$ cat config.mk
export PLATFORM = sky130hd
export DESIGN_NAME = odc_term_ctrl
export DESIGN_NICKNAME = d
export VERILOG_FILES = /design/src/logic/odc_pkg.sv /design/src/logic/odc_dly.sv /design/src/logic/odc_regs.sv /design/src/logic/odc_term_ctrl.sv
export SDC_FILE = /design/constraint.sdc
export NUM_CORES = 1
export LEC_CHECK = 0
export BUFFER_PORTS_ARGS = -buffer_cell sky130_fd_sc_hd__buf_2
export CAP_MARGIN = 20
export CORE_AREA = 5 5 131 133
export DETAILED_ROUTE_END_ITERATION = 12
export DIE_AREA = 0 0 136 138
export SYNTH_ARGS = -nofsm -noshare
export SYNTH_HDL_FRONTEND = slang
export SYNTH_SLANG_ARGS = --single-unit
$ cat constraint.sdc
create_clock -name sys_clk -period 8.75 [get_ports sys_clk]
set_clock_uncertainty 0.15 [all_clocks]
set_input_delay 0.4375 -clock sys_clk [delete_from_list [all_inputs] [get_ports sys_clk]]
set_output_delay 0.4375 -clock sys_clk [all_outputs]
set_load 0.05 [all_outputs]
$ cat src/logic/odc_pkg.sv
// Shared constants and carriers of the termination controller
package odc_pkg;
    // Register byte offsets
    localparam logic [3:0] ODC_ADDR_CTRL   = 4'h0;
    localparam logic [3:0] ODC_ADDR_TIMING = 4'h4;
    localparam logic [3:0] ODC_ADDR_STATUS = 4'h8;

    // Control, timing and status fields
    localparam int ODC_CTRL_NOM_LSB   = 0;
    localparam int ODC_CTRL_WR_LSB    = 3;
    localparam int ODC_CTRL_ASYNC_BIT = 5;
    localparam int ODC_CTRL_INIT_BIT  = 6;
    localparam int ODC_CTRL_SREF_BIT  = 7;
    localparam int ODC_CTRL_WLVL_BIT  = 8;
    localparam int ODC_TIM_CWL_LSB    = 0;
    localparam int ODC_TIM_AL_LSB     = 5;
    localparam int ODC_STAT_VIOL_BIT  = 3;

    // Reset values
    localparam logic [4:0] ODC_CWL_RST = 5'h05;
    localparam logic [4:0] ODC_AL_RST  = 5'h00;

    // Nominal and write strength codes
    localparam logic [2:0] ODC_NOM_OFF   = 3'h0;
    localparam logic [1:0] ODC_NOM_RSVD  = 2'h3;
    localparam logic [1:0] ODC_WR_OFF    = 2'h0;

    // Latency arithmetic, in clocks
    localparam logic [5:0] ODC_LAT_ADJ   = 6'h02;
    localparam logic [5:0] ODC_TAP_ADJ   = 6'h04;
    localparam int         ODC_DLY_DEPTH = 32;
    localparam logic [4:0] ODC_TAP_MAX   = 5'h1F;
    localparam logic [2:0] ODC_ODTH4     = 3'h4;
    localparam logic [2:0] ODC_ODTH8     = 3'h6;

    // Timing figures
    localparam int ODC_TCK_PS       = 10000;
    localparam int ODC_AONPD_MAX_PS = 8500;
    localparam int ODC_ASYNC_RAW    = ODC_AONPD_MAX_PS / ODC_TCK_PS;
    localparam int ODC_ASYNC_CYC    = (ODC_ASYNC_RAW < 1) ? 1 : ODC_ASYNC_RAW;
    localparam logic [7:0] ODC_MOD_CYC  = 8'h0C;
    localparam logic [7:0] ODC_SKEW_CYC = 8'h01;
    localparam logic [7:0] ODC_ONE_CK   = 8'h01;

    typedef struct packed {
        logic       wr_cmd;
        logic       wr_bc4;
        logic       rd_busy;
    } odc_cmd_s;

    typedef struct packed {
        logic       on;
        logic       is_wr;
        logic [2:0] code;
    } odc_rtt_s;

    typedef struct packed {
        logic [2:0] nom_code;
        logic [1:0] wr_code;
        logic       async_mode;
        logic       init_done;
        logic       self_ref;
        logic       wr_level;
        logic [4:0] cwl;
        logic [4:0] al;
    } odc_cfg_s;

    typedef struct packed {
        logic       settling;
        logic       pin_viol;
        logic       rsvd_code;
        logic       is_wr;
        logic       on;
    } odc_stat_s;
endpackage

$ cat src/logic/odc_dly.sv
// Tapped delay line with selectable tap
`timescale 1ns/100ps
module odc_dly import odc_pkg::*; #(
    parameter int W     = 1,
    parameter int DEPTH = 32
) (
    // Clock and reset
    input  wire logic                     sys_clk,
    input  wire logic                     sys_rst,
    // Data
    input  wire logic [W-1:0]             d,
    input  wire logic [$clog2(DEPTH)-1:0] sel,
    output      logic [W-1:0]             q
);
    logic [DEPTH-1:0][W-1:0] sh_reg;
    logic [DEPTH-1:0][W-1:0] sh_next;

    always_comb begin
        sh_next = {sh_reg[DEPTH-2:0], d};
    end

    always_ff @(posedge sys_clk) begin
        if (sys_rst) begin
            sh_reg <= '0;
        end else begin
            sh_reg <= sh_next;
        end
    end

    assign q = sh_reg[sel];
endmodule

$ cat src/logic/odc_regs.sv
// Avalon-MM register file of the termination controller
`timescale 1ns/100ps
module odc_regs import odc_pkg::*; (
    // Clock and reset
    input  wire logic        sys_clk,
    input  wire logic        sys_rst,
    // Avalon-MM slave
    input  wire logic [3:0]  avs_address,
    input  wire logic        avs_read,
    input  wire logic        avs_write,
    input  wire logic [3:0]  avs_byteenable,
    input  wire logic [31:0] avs_writedata,
    output      logic [31:0] avs_readdata,
    output      logic        avs_waitrequest,
    // Block side
    input  wire odc_stat_s   stat,
    output      odc_cfg_s    cfg,
    output      logic        mr1_load,
    output      logic        viol_clr
);
    logic [31:0] ctrl_reg, ctrl_next, tim_reg, tim_next, rd_reg, rd_next;
    logic        ack_reg, ack_next, wr_go;
    logic [31:0] mask;

    always_comb begin
        mask = {{8{avs_byteenable[3]}}, {8{avs_byteenable[2]}},
                {8{avs_byteenable[1]}}, {8{avs_byteenable[0]}}};
        ack_next  = (avs_read | avs_write) & ~ack_reg;
        wr_go     = avs_write & ack_reg;
        ctrl_next = ctrl_reg;
        tim_next  = tim_reg;
        rd_next   = rd_reg;
        if (wr_go && avs_address == ODC_ADDR_CTRL) begin
            ctrl_next = (ctrl_reg & ~mask) | (avs_writedata & mask);
        end
        if (wr_go && avs_address == ODC_ADDR_TIMING) begin
            tim_next = (tim_reg & ~mask) | (avs_writedata & mask);
        end
        if (avs_read && !ack_reg) begin
            case (avs_address)
                ODC_ADDR_CTRL:   rd_next = ctrl_reg;
                ODC_ADDR_TIMING: rd_next = tim_reg;
                ODC_ADDR_STATUS: rd_next = {27'h0, stat};
                default:         rd_next = 32'h0;
            endcase
        end
    end

    always_ff @(posedge sys_clk) begin
        if (sys_rst) begin
            ctrl_reg <= 32'h0;
            tim_reg  <= {22'h0, ODC_AL_RST, ODC_CWL_RST};
            rd_reg   <= 32'h0;
            ack_reg  <= 1'b0;
        end else begin
            ctrl_reg <= {23'h0, ctrl_next[8:0]};
            tim_reg  <= {22'h0, tim_next[9:0]};
            rd_reg   <= rd_next;
            ack_reg  <= ack_next;
        end
    end

    assign avs_waitrequest = (avs_read | avs_write) & ~ack_reg;
    assign avs_readdata    = rd_reg;
    assign mr1_load = wr_go && avs_address == ODC_ADDR_CTRL && avs_byteenable[0];
    assign viol_clr = wr_go && avs_address == ODC_ADDR_STATUS && avs_byteenable[0]
                      && avs_writedata[ODC_STAT_VIOL_BIT];
    assign cfg.nom_code   = ctrl_reg[ODC_CTRL_NOM_LSB +: 3];
    assign cfg.wr_code    = ctrl_reg[ODC_CTRL_WR_LSB +: 2];
    assign cfg.async_mode = ctrl_reg[ODC_CTRL_ASYNC_BIT];
    assign cfg.init_done  = ctrl_reg[ODC_CTRL_INIT_BIT];
    assign cfg.self_ref   = ctrl_reg[ODC_CTRL_SREF_BIT];
    assign cfg.wr_level   = ctrl_reg[ODC_CTRL_WLVL_BIT];
    assign cfg.cwl        = tim_reg[ODC_TIM_CWL_LSB +: 5];
    assign cfg.al         = tim_reg[ODC_TIM_AL_LSB +: 5];
endmodule

$ cat src/logic/odc_term_ctrl.sv
// On-die termination control: nominal, dynamic and latency handling
// Operation
// - Nominal strength comes from the three-bit field, drives data, strobe, mask pads.
// - Field selects divisors 2, 4, 6, 8 or 12 of the reference resistance.
// - Nominal termination only after init and calibration, not reading or self refresh.
// - Sync turn-on follows registered pin high after write plus additive latency minus two.
// - Sync turn-off follows registered pin change after the same latency.
// - Async mode switches termination within 2 to 8.5 ns of the pin; the logic switches two clocks after the pin.
// - Turn-off completes half a clock after the sync latency.
// - Write termination replaces nominal during each burst, then nominal returns.
// - Pin tied high, nominal off, write termination on: terminate only in writes.
// - Tied-high case tolerates pin high where it should be low.
// - After a load, termination settles within latency, skew, update delay, one clock.
// - Dynamic termination enabled when either write-strength bit is set.
// - Write strength starts write latency minus two after a registered write.
`timescale 1ns/100ps
module odc_term_ctrl import odc_pkg::*; (
    // Clock and reset
    input  wire logic        sys_clk,
    input  wire logic        sys_rst,
    // Avalon-MM slave
    input  wire logic [3:0]  avs_address,
    input  wire logic        avs_read,
    input  wire logic        avs_write,
    input  wire logic [3:0]  avs_byteenable,
    input  wire logic [31:0] avs_writedata,
    output      logic [31:0] avs_readdata,
    output      logic        avs_waitrequest,
    // Controller side
    input  wire logic        odt_pin,
    input  wire odc_cmd_s    cmd,
    // Termination to pads
    output      odc_rtt_s    rtt
);
    odc_cfg_s   cfg;
    odc_stat_s  stat;
    logic       mr1_load, viol_clr;
    logic       pin_reg, pin_next;
    logic [1:0] wcmd_reg, wcmd_next;
    logic       pin_dly;
    logic [1:0] wr_tap;
    logic [5:0] lat;
    logic [4:0] tap_sel;
    logic       nom_en, dyn_en, rsvd, tied, permit, pin_eff;
    logic [2:0] win_reg, win_next;
    logic       win_on;
    odc_rtt_s   rtt_reg, rtt_next;
    logic       viol_reg, viol_next;
    logic [7:0] set_reg, set_next;

    odc_regs u_regs (
        .sys_clk         (sys_clk),
        .sys_rst         (sys_rst),
        .avs_address     (avs_address),
        .avs_read        (avs_read),
        .avs_write       (avs_write),
        .avs_byteenable  (avs_byteenable),
        .avs_writedata   (avs_writedata),
        .avs_readdata    (avs_readdata),
        .avs_waitrequest (avs_waitrequest),
        .stat            (stat),
        .cfg             (cfg),
        .mr1_load        (mr1_load),
        .viol_clr        (viol_clr)
    );

    always_comb begin
        lat = {1'b0, cfg.cwl} + {1'b0, cfg.al} - ODC_LAT_ADJ;
        if ({1'b0, cfg.cwl} + {1'b0, cfg.al} < ODC_TAP_ADJ) begin
            tap_sel = 5'h0;
        end else if ({1'b0, cfg.cwl} + {1'b0, cfg.al} - ODC_TAP_ADJ > {1'b0, ODC_TAP_MAX}) begin
            tap_sel = ODC_TAP_MAX;
        end else begin
            tap_sel = 5'({1'b0, cfg.cwl} + {1'b0, cfg.al} - ODC_TAP_ADJ);
        end
    end

    always_comb begin
        pin_next  = odt_pin;
        wcmd_next = {cmd.wr_cmd, cmd.wr_bc4};
    end

    always_ff @(posedge sys_clk) begin
        if (sys_rst) begin
            pin_reg  <= 1'b0;
            wcmd_reg <= 2'h0;
        end else begin
            pin_reg  <= pin_next;
            wcmd_reg <= wcmd_next;
        end
    end

    odc_dly #(.W(1), .DEPTH(ODC_DLY_DEPTH)) u_pin_dly (
        .sys_clk (sys_clk),
        .sys_rst (sys_rst),
        .d       (pin_reg),
        .sel     (tap_sel),
        .q       (pin_dly)
    );

    odc_dly #(.W(2), .DEPTH(ODC_DLY_DEPTH)) u_wr_dly (
        .sys_clk (sys_clk),
        .sys_rst (sys_rst),
        .d       (wcmd_reg),
        .sel     (tap_sel),
        .q       (wr_tap)
    );

    always_comb begin
        rsvd   = cfg.nom_code[2:1] == ODC_NOM_RSVD;
        nom_en = cfg.nom_code != ODC_NOM_OFF && !rsvd;
        dyn_en = cfg.wr_code != ODC_WR_OFF;
        tied   = cfg.nom_code == ODC_NOM_OFF && dyn_en;
        // gate on init, read, self refresh
        permit = cfg.init_done && !cfg.self_ref && !cmd.rd_busy;
        // async path skips the latency line
        pin_eff = cfg.async_mode ? pin_reg : pin_dly;
    end

    always_comb begin
        win_next = win_reg;
        if (wr_tap[1] && dyn_en) begin
            win_next = wr_tap[0] ? ODC_ODTH4 : ODC_ODTH8;
        end else if (win_reg != 3'h0) begin
            win_next = win_reg - 3'h1;
        end
        win_on = win_next != 3'h0;
    end

    always_comb begin
        rtt_next.on    = pin_eff && permit && (nom_en || (dyn_en && win_on));
        rtt_next.is_wr = rtt_next.on && dyn_en && win_on;
        rtt_next.code  = rtt_next.is_wr ? {1'b0, cfg.wr_code} : cfg.nom_code;
    end

    // pin high in a read is tolerated when tied
    always_comb begin
        viol_next = viol_reg;
        if (viol_clr) begin
            viol_next = 1'b0;
        end
        if (odt_pin && cmd.rd_busy && !tied) begin
            viol_next = 1'b1;
        end
    end

    always_comb begin
        set_next = set_reg;
        if (mr1_load) begin
            set_next = {2'b00, lat} + ODC_SKEW_CYC + ODC_MOD_CYC + ODC_ONE_CK;
        end else if (set_reg != 8'h0) begin
            set_next = set_reg - 8'h1;
        end
    end

    // turn-off lands on the latency edge; pad adds the half clock
    always_ff @(posedge sys_clk) begin
        if (sys_rst) begin
            win_reg  <= 3'h0;
            rtt_reg  <= '0;
            viol_reg <= 1'b0;
            set_reg  <= 8'h0;
        end else begin
            win_reg  <= win_next;
            rtt_reg  <= rtt_next;
            viol_reg <= viol_next;
            set_reg  <= set_next;
        end
    end

    assign rtt            = rtt_reg;
    assign stat.on        = rtt_reg.on;
    assign stat.is_wr     = rtt_reg.is_wr;
    assign stat.rsvd_code = rsvd;
    assign stat.pin_viol  = viol_reg;
    assign stat.settling  = set_reg != 8'h0;
endmodule

==> results.tsv <==
stage	metric	value	unit
drt	detailed router's first-iteration violation count	324	
worst_setup_path	Top Family by Delay on Critical Path	simple AND/OR/NAND/NOR gates	
synthesis	Yosys reg bits	146	
clock_network	Max clock buf depth	2	
placed_design	GPL Wtd Cong	0.879	
global_route	largest net degree at the start of global routing	86	
clock_network	CTS Sinks	146	
finish	Area Growth Syn to Fin	12.1	%
synthesis	Syn Std Cell Area	6960	um2
timing	Max Slew Vio Count	0	
drt	total number of vias	5638	
synthesis	Synth async-reset ratio	0	
synthesis	top-count cell post-synth	dfxtp_1	
worst_setup_path	Req. time, crit path	8.96	ns
worst_setup_path	worst path arrival time	5.58	ns
global_route	first-pass GRT wire length	27800	um
global_route	vias in the first global route	5574	
timing	Final TNS setup	0	ns
global_route	initial antenna violation count	0	
timing	final period utilization	0.614	
clock_network	clk slew on worst S/H paths	0.06	ns
clock_network	CTS buffer count	17	
synthesis	Mapped Cells	780	
finish	Layout fillers	1507	
power_and_ir_drop	pwr/cell area	212	nW/um2
synthesis	Ys Warns	0	
synthesis	post-synthesis sequential area ratio	0.420	
floorplanning	DIE AREA	18800	um2
clock_network	post-cts hold buffer count	0	
floorplanning	Starting Density	0.443	
clock_network	Post-CTS Resized	0	
floorplanning	CORE AREA	15700	um2
synthesis	Synth top cells by count	dfxtp_1, nor2b_1, nor2_1	
outcome	status	complete, no violations	
floorplanning	Die X	136	um
timing	Slew HR	0.317	
timing	final hold vios	0	
finish	Nets	859	
floorplanning	die span in y	138	um
power_and_ir_drop	VDD IR max	0.138	mV
timing	Final min period	5.37	ns
clock_network	CTS root buf	clkbuf_16	
timing	unrepaired setup endpoints after global routing	false	
drt	ANT nets after route	0	
synthesis	number of synthesized flops with an enable pin	0	
global_route	GR Util All Layers	0.182	
clock_network	CTS tree	done	
placed_design	post-place setup slack	3.43	ns
drt	1st-pass router iterations	5	
worst_setup_path	CP Cell Sequence	ha_1 -> inv_1 -> fa_1 -> xnor2_2 -> inv_2 -> ha_1 -> nand2b_1 -> nand2b_1 -> nor2_1 -> buf_4 -> nor2_1 -> a221oi_1 -> o211a_2 -> nor4_4 -> o221a_4 -> mux2i_1	
drt	routed vias/inst	5.50	
drt	DR DRC count	0	
worst_setup_path	CP Capture Type	register	
worst_hold_path	Hold Crit Class	input pin to register	
placed_design	port buffer count	39	
worst_setup_path	setup slack, reg-to-reg	3.38	ns
finish	layout cell share with drive strength beyond 1	0.133	
worst_setup_path	critical path peak fanout	13	
drt	routed len/inst	16.7	um
timing	Worst Tran Pin Value	1.02	ns
finish	Antenna Cells	0	
drt	final WL	17100	um
timing	final setup vio count	0	
worst_setup_path	worst stage delay on the critical path	0.67	ns
worst_setup_path	WS Path Type	register to register	
worst_setup_path	slowest stage cell, crit path	xnor2_2	
synthesis	Mean Syn Cell Area	8.92	um2
global_route	Overflow after GRT	0	
worst_setup_path	worst path bufs/invs	3	
placed_design	HPWL after DPL	11600	um
synthesis	synth unique cells	74	
clock_network	post-CTS setup buffers	0	
floorplanning	Boundary Pins	86	
job	Max Cap Violations	0	
synthesis	largest cells by area after synthesis	dfxtp_1, nor2b_1, a21oi_1	
synthesis	Yosys top cell area share	0.420	
clock_network	worst-skew pair later-pin latency	0.43	ns
synthesis	Post-synth top flop	dfxtp_1	
clock_network	htree depth	4	
power_and_ir_drop	Leakage	2.97	nW
timing	FMAX	186	MHz
floorplanning	FP Rows	46	
synthesis	Synth area leader	dfxtp_1	
worst_setup_path	CP Launch Type	register	
timing	worst setup margin	3.38	ns
-- path summary, 6_finish.rpt --
path,startpoint,endpoint,depth (start not counted)
hold reg to reg,u_wr_dly.sh_next[40]$_SDFF_PP0_,u_wr_dly.sh_next[42]$_SDFF_PP0_,2
setup / recovery,register,rtt[0]$_SDFF_PP0_,16
setup reg to reg,register,rtt[0]$_SDFF_PP0_,16
hold / removal,cmd[2],wcmd_reg[1]$_SDFF_PP0_,2
-- cell families after synthesis --
| family | Yosys count | share of synthesized area |
|---|---|---|
| muxes | 31 | 0.0464 |
| xor gates and xnor gates | 13 | 0.0174 |
| adders and majority gates | 14 | 0.0262 |
| buffers and inverters | 92 | 0.0651 |
| and+or+nand+nor | 291 | 0.221 |
| AOI/OAI and AO/OA | 192 | 0.203 |
| DFF | 146 | 0.420 |
| other | 1 | 0.000539 |
-- per-layer routing --
layer / GRT usage / vias to the layer above / wire length (um)
li1: - / 2730 / -
met1: 0.231 / 2709 / 7700
met2: 0.296 / 170 / 7990
met3: 0.0526 / 29 / 1100
met4: 0.0631 / 0 / 329
met5: 0 / - / 0
-- report_power, final --
part	switching, W	internal [W]
combinational	0.000125	0.0000813
sequential	0.0000170	0.000688
clock	0.000285	0.000455
-- cell type report --
type	count	area (um2)	share of cell area
flip-flops and latches	146	2920	0.375
repair buffers	45	246	0.0316
inverters	24	90.1	0.0115
multi-input cells	563	3670	0.470
well taps	216	270	0.0346
clock inverters	13	160	0.0205
clock buffers	19	443	0.0568
-- cell usage in the layout, fill, tap and decap left out, types with 7 or more instances in the layout --
master / n
nand2b_1: 11
o211ai_1: 10
mux2i_1: 24
conb_1: 22
a21oi_1: 51
a221oi_1: 7
o21ai_1: 10
dfxtp_1: 146
a211oi_1: 14
nor2_1: 61
and3_1: 7
ha_1: 13
a31oi_1: 7
nor2b_1: 102
inv_1: 23
nand3_1: 13
nor3_1: 18
clkbuf_16: 17
buf_2: 38
xnor2_1: 8
a22oi_1: 10
nand2_1: 54
o21ai_0: 21
-- metrics by stage --
| step | cells | util | total power, W | hold WS, ns | cell area (um2) |
|---|---|---|---|---|---|
| after global placement | 992 | 0.457 | 0.000917 | 0.286 | 7180 |
| after global routing | 1026 | 0.496 | 0.00172 | 0.0644 | 7800 |
| after floorplan | 801 | - | 0.000894 | 0.264 | 7040 |
| after CTS | 1024 | 0.495 | 0.00167 | 0.0546 | 7780 |
| final | 1026 | 0.496 | 0.00165 | 0.0681 | 7800 |
| after detailed placement | 992 | 0.457 | 0.000923 | 0.283 | 7180 |
-- worst register-to-register path, cell delays in order (launching register included) --
cell and delay, ns:
dfxtp_1 0.39, ha_1 0.21, inv_1 0.06, fa_1 0.44, xnor2_2 0.67, inv_2 0.24, ha_1 0.42, nand2b_1 0.17
nand2b_1 0.19, nor2_1 0.17, buf_4 0.24, nor2_1 0.53, a221oi_1 0.11, o211a_2 0.30, nor4_4 0.51, o221a_4 0.31
mux2i_1 0.17
(Power assumes the default switching activity.)
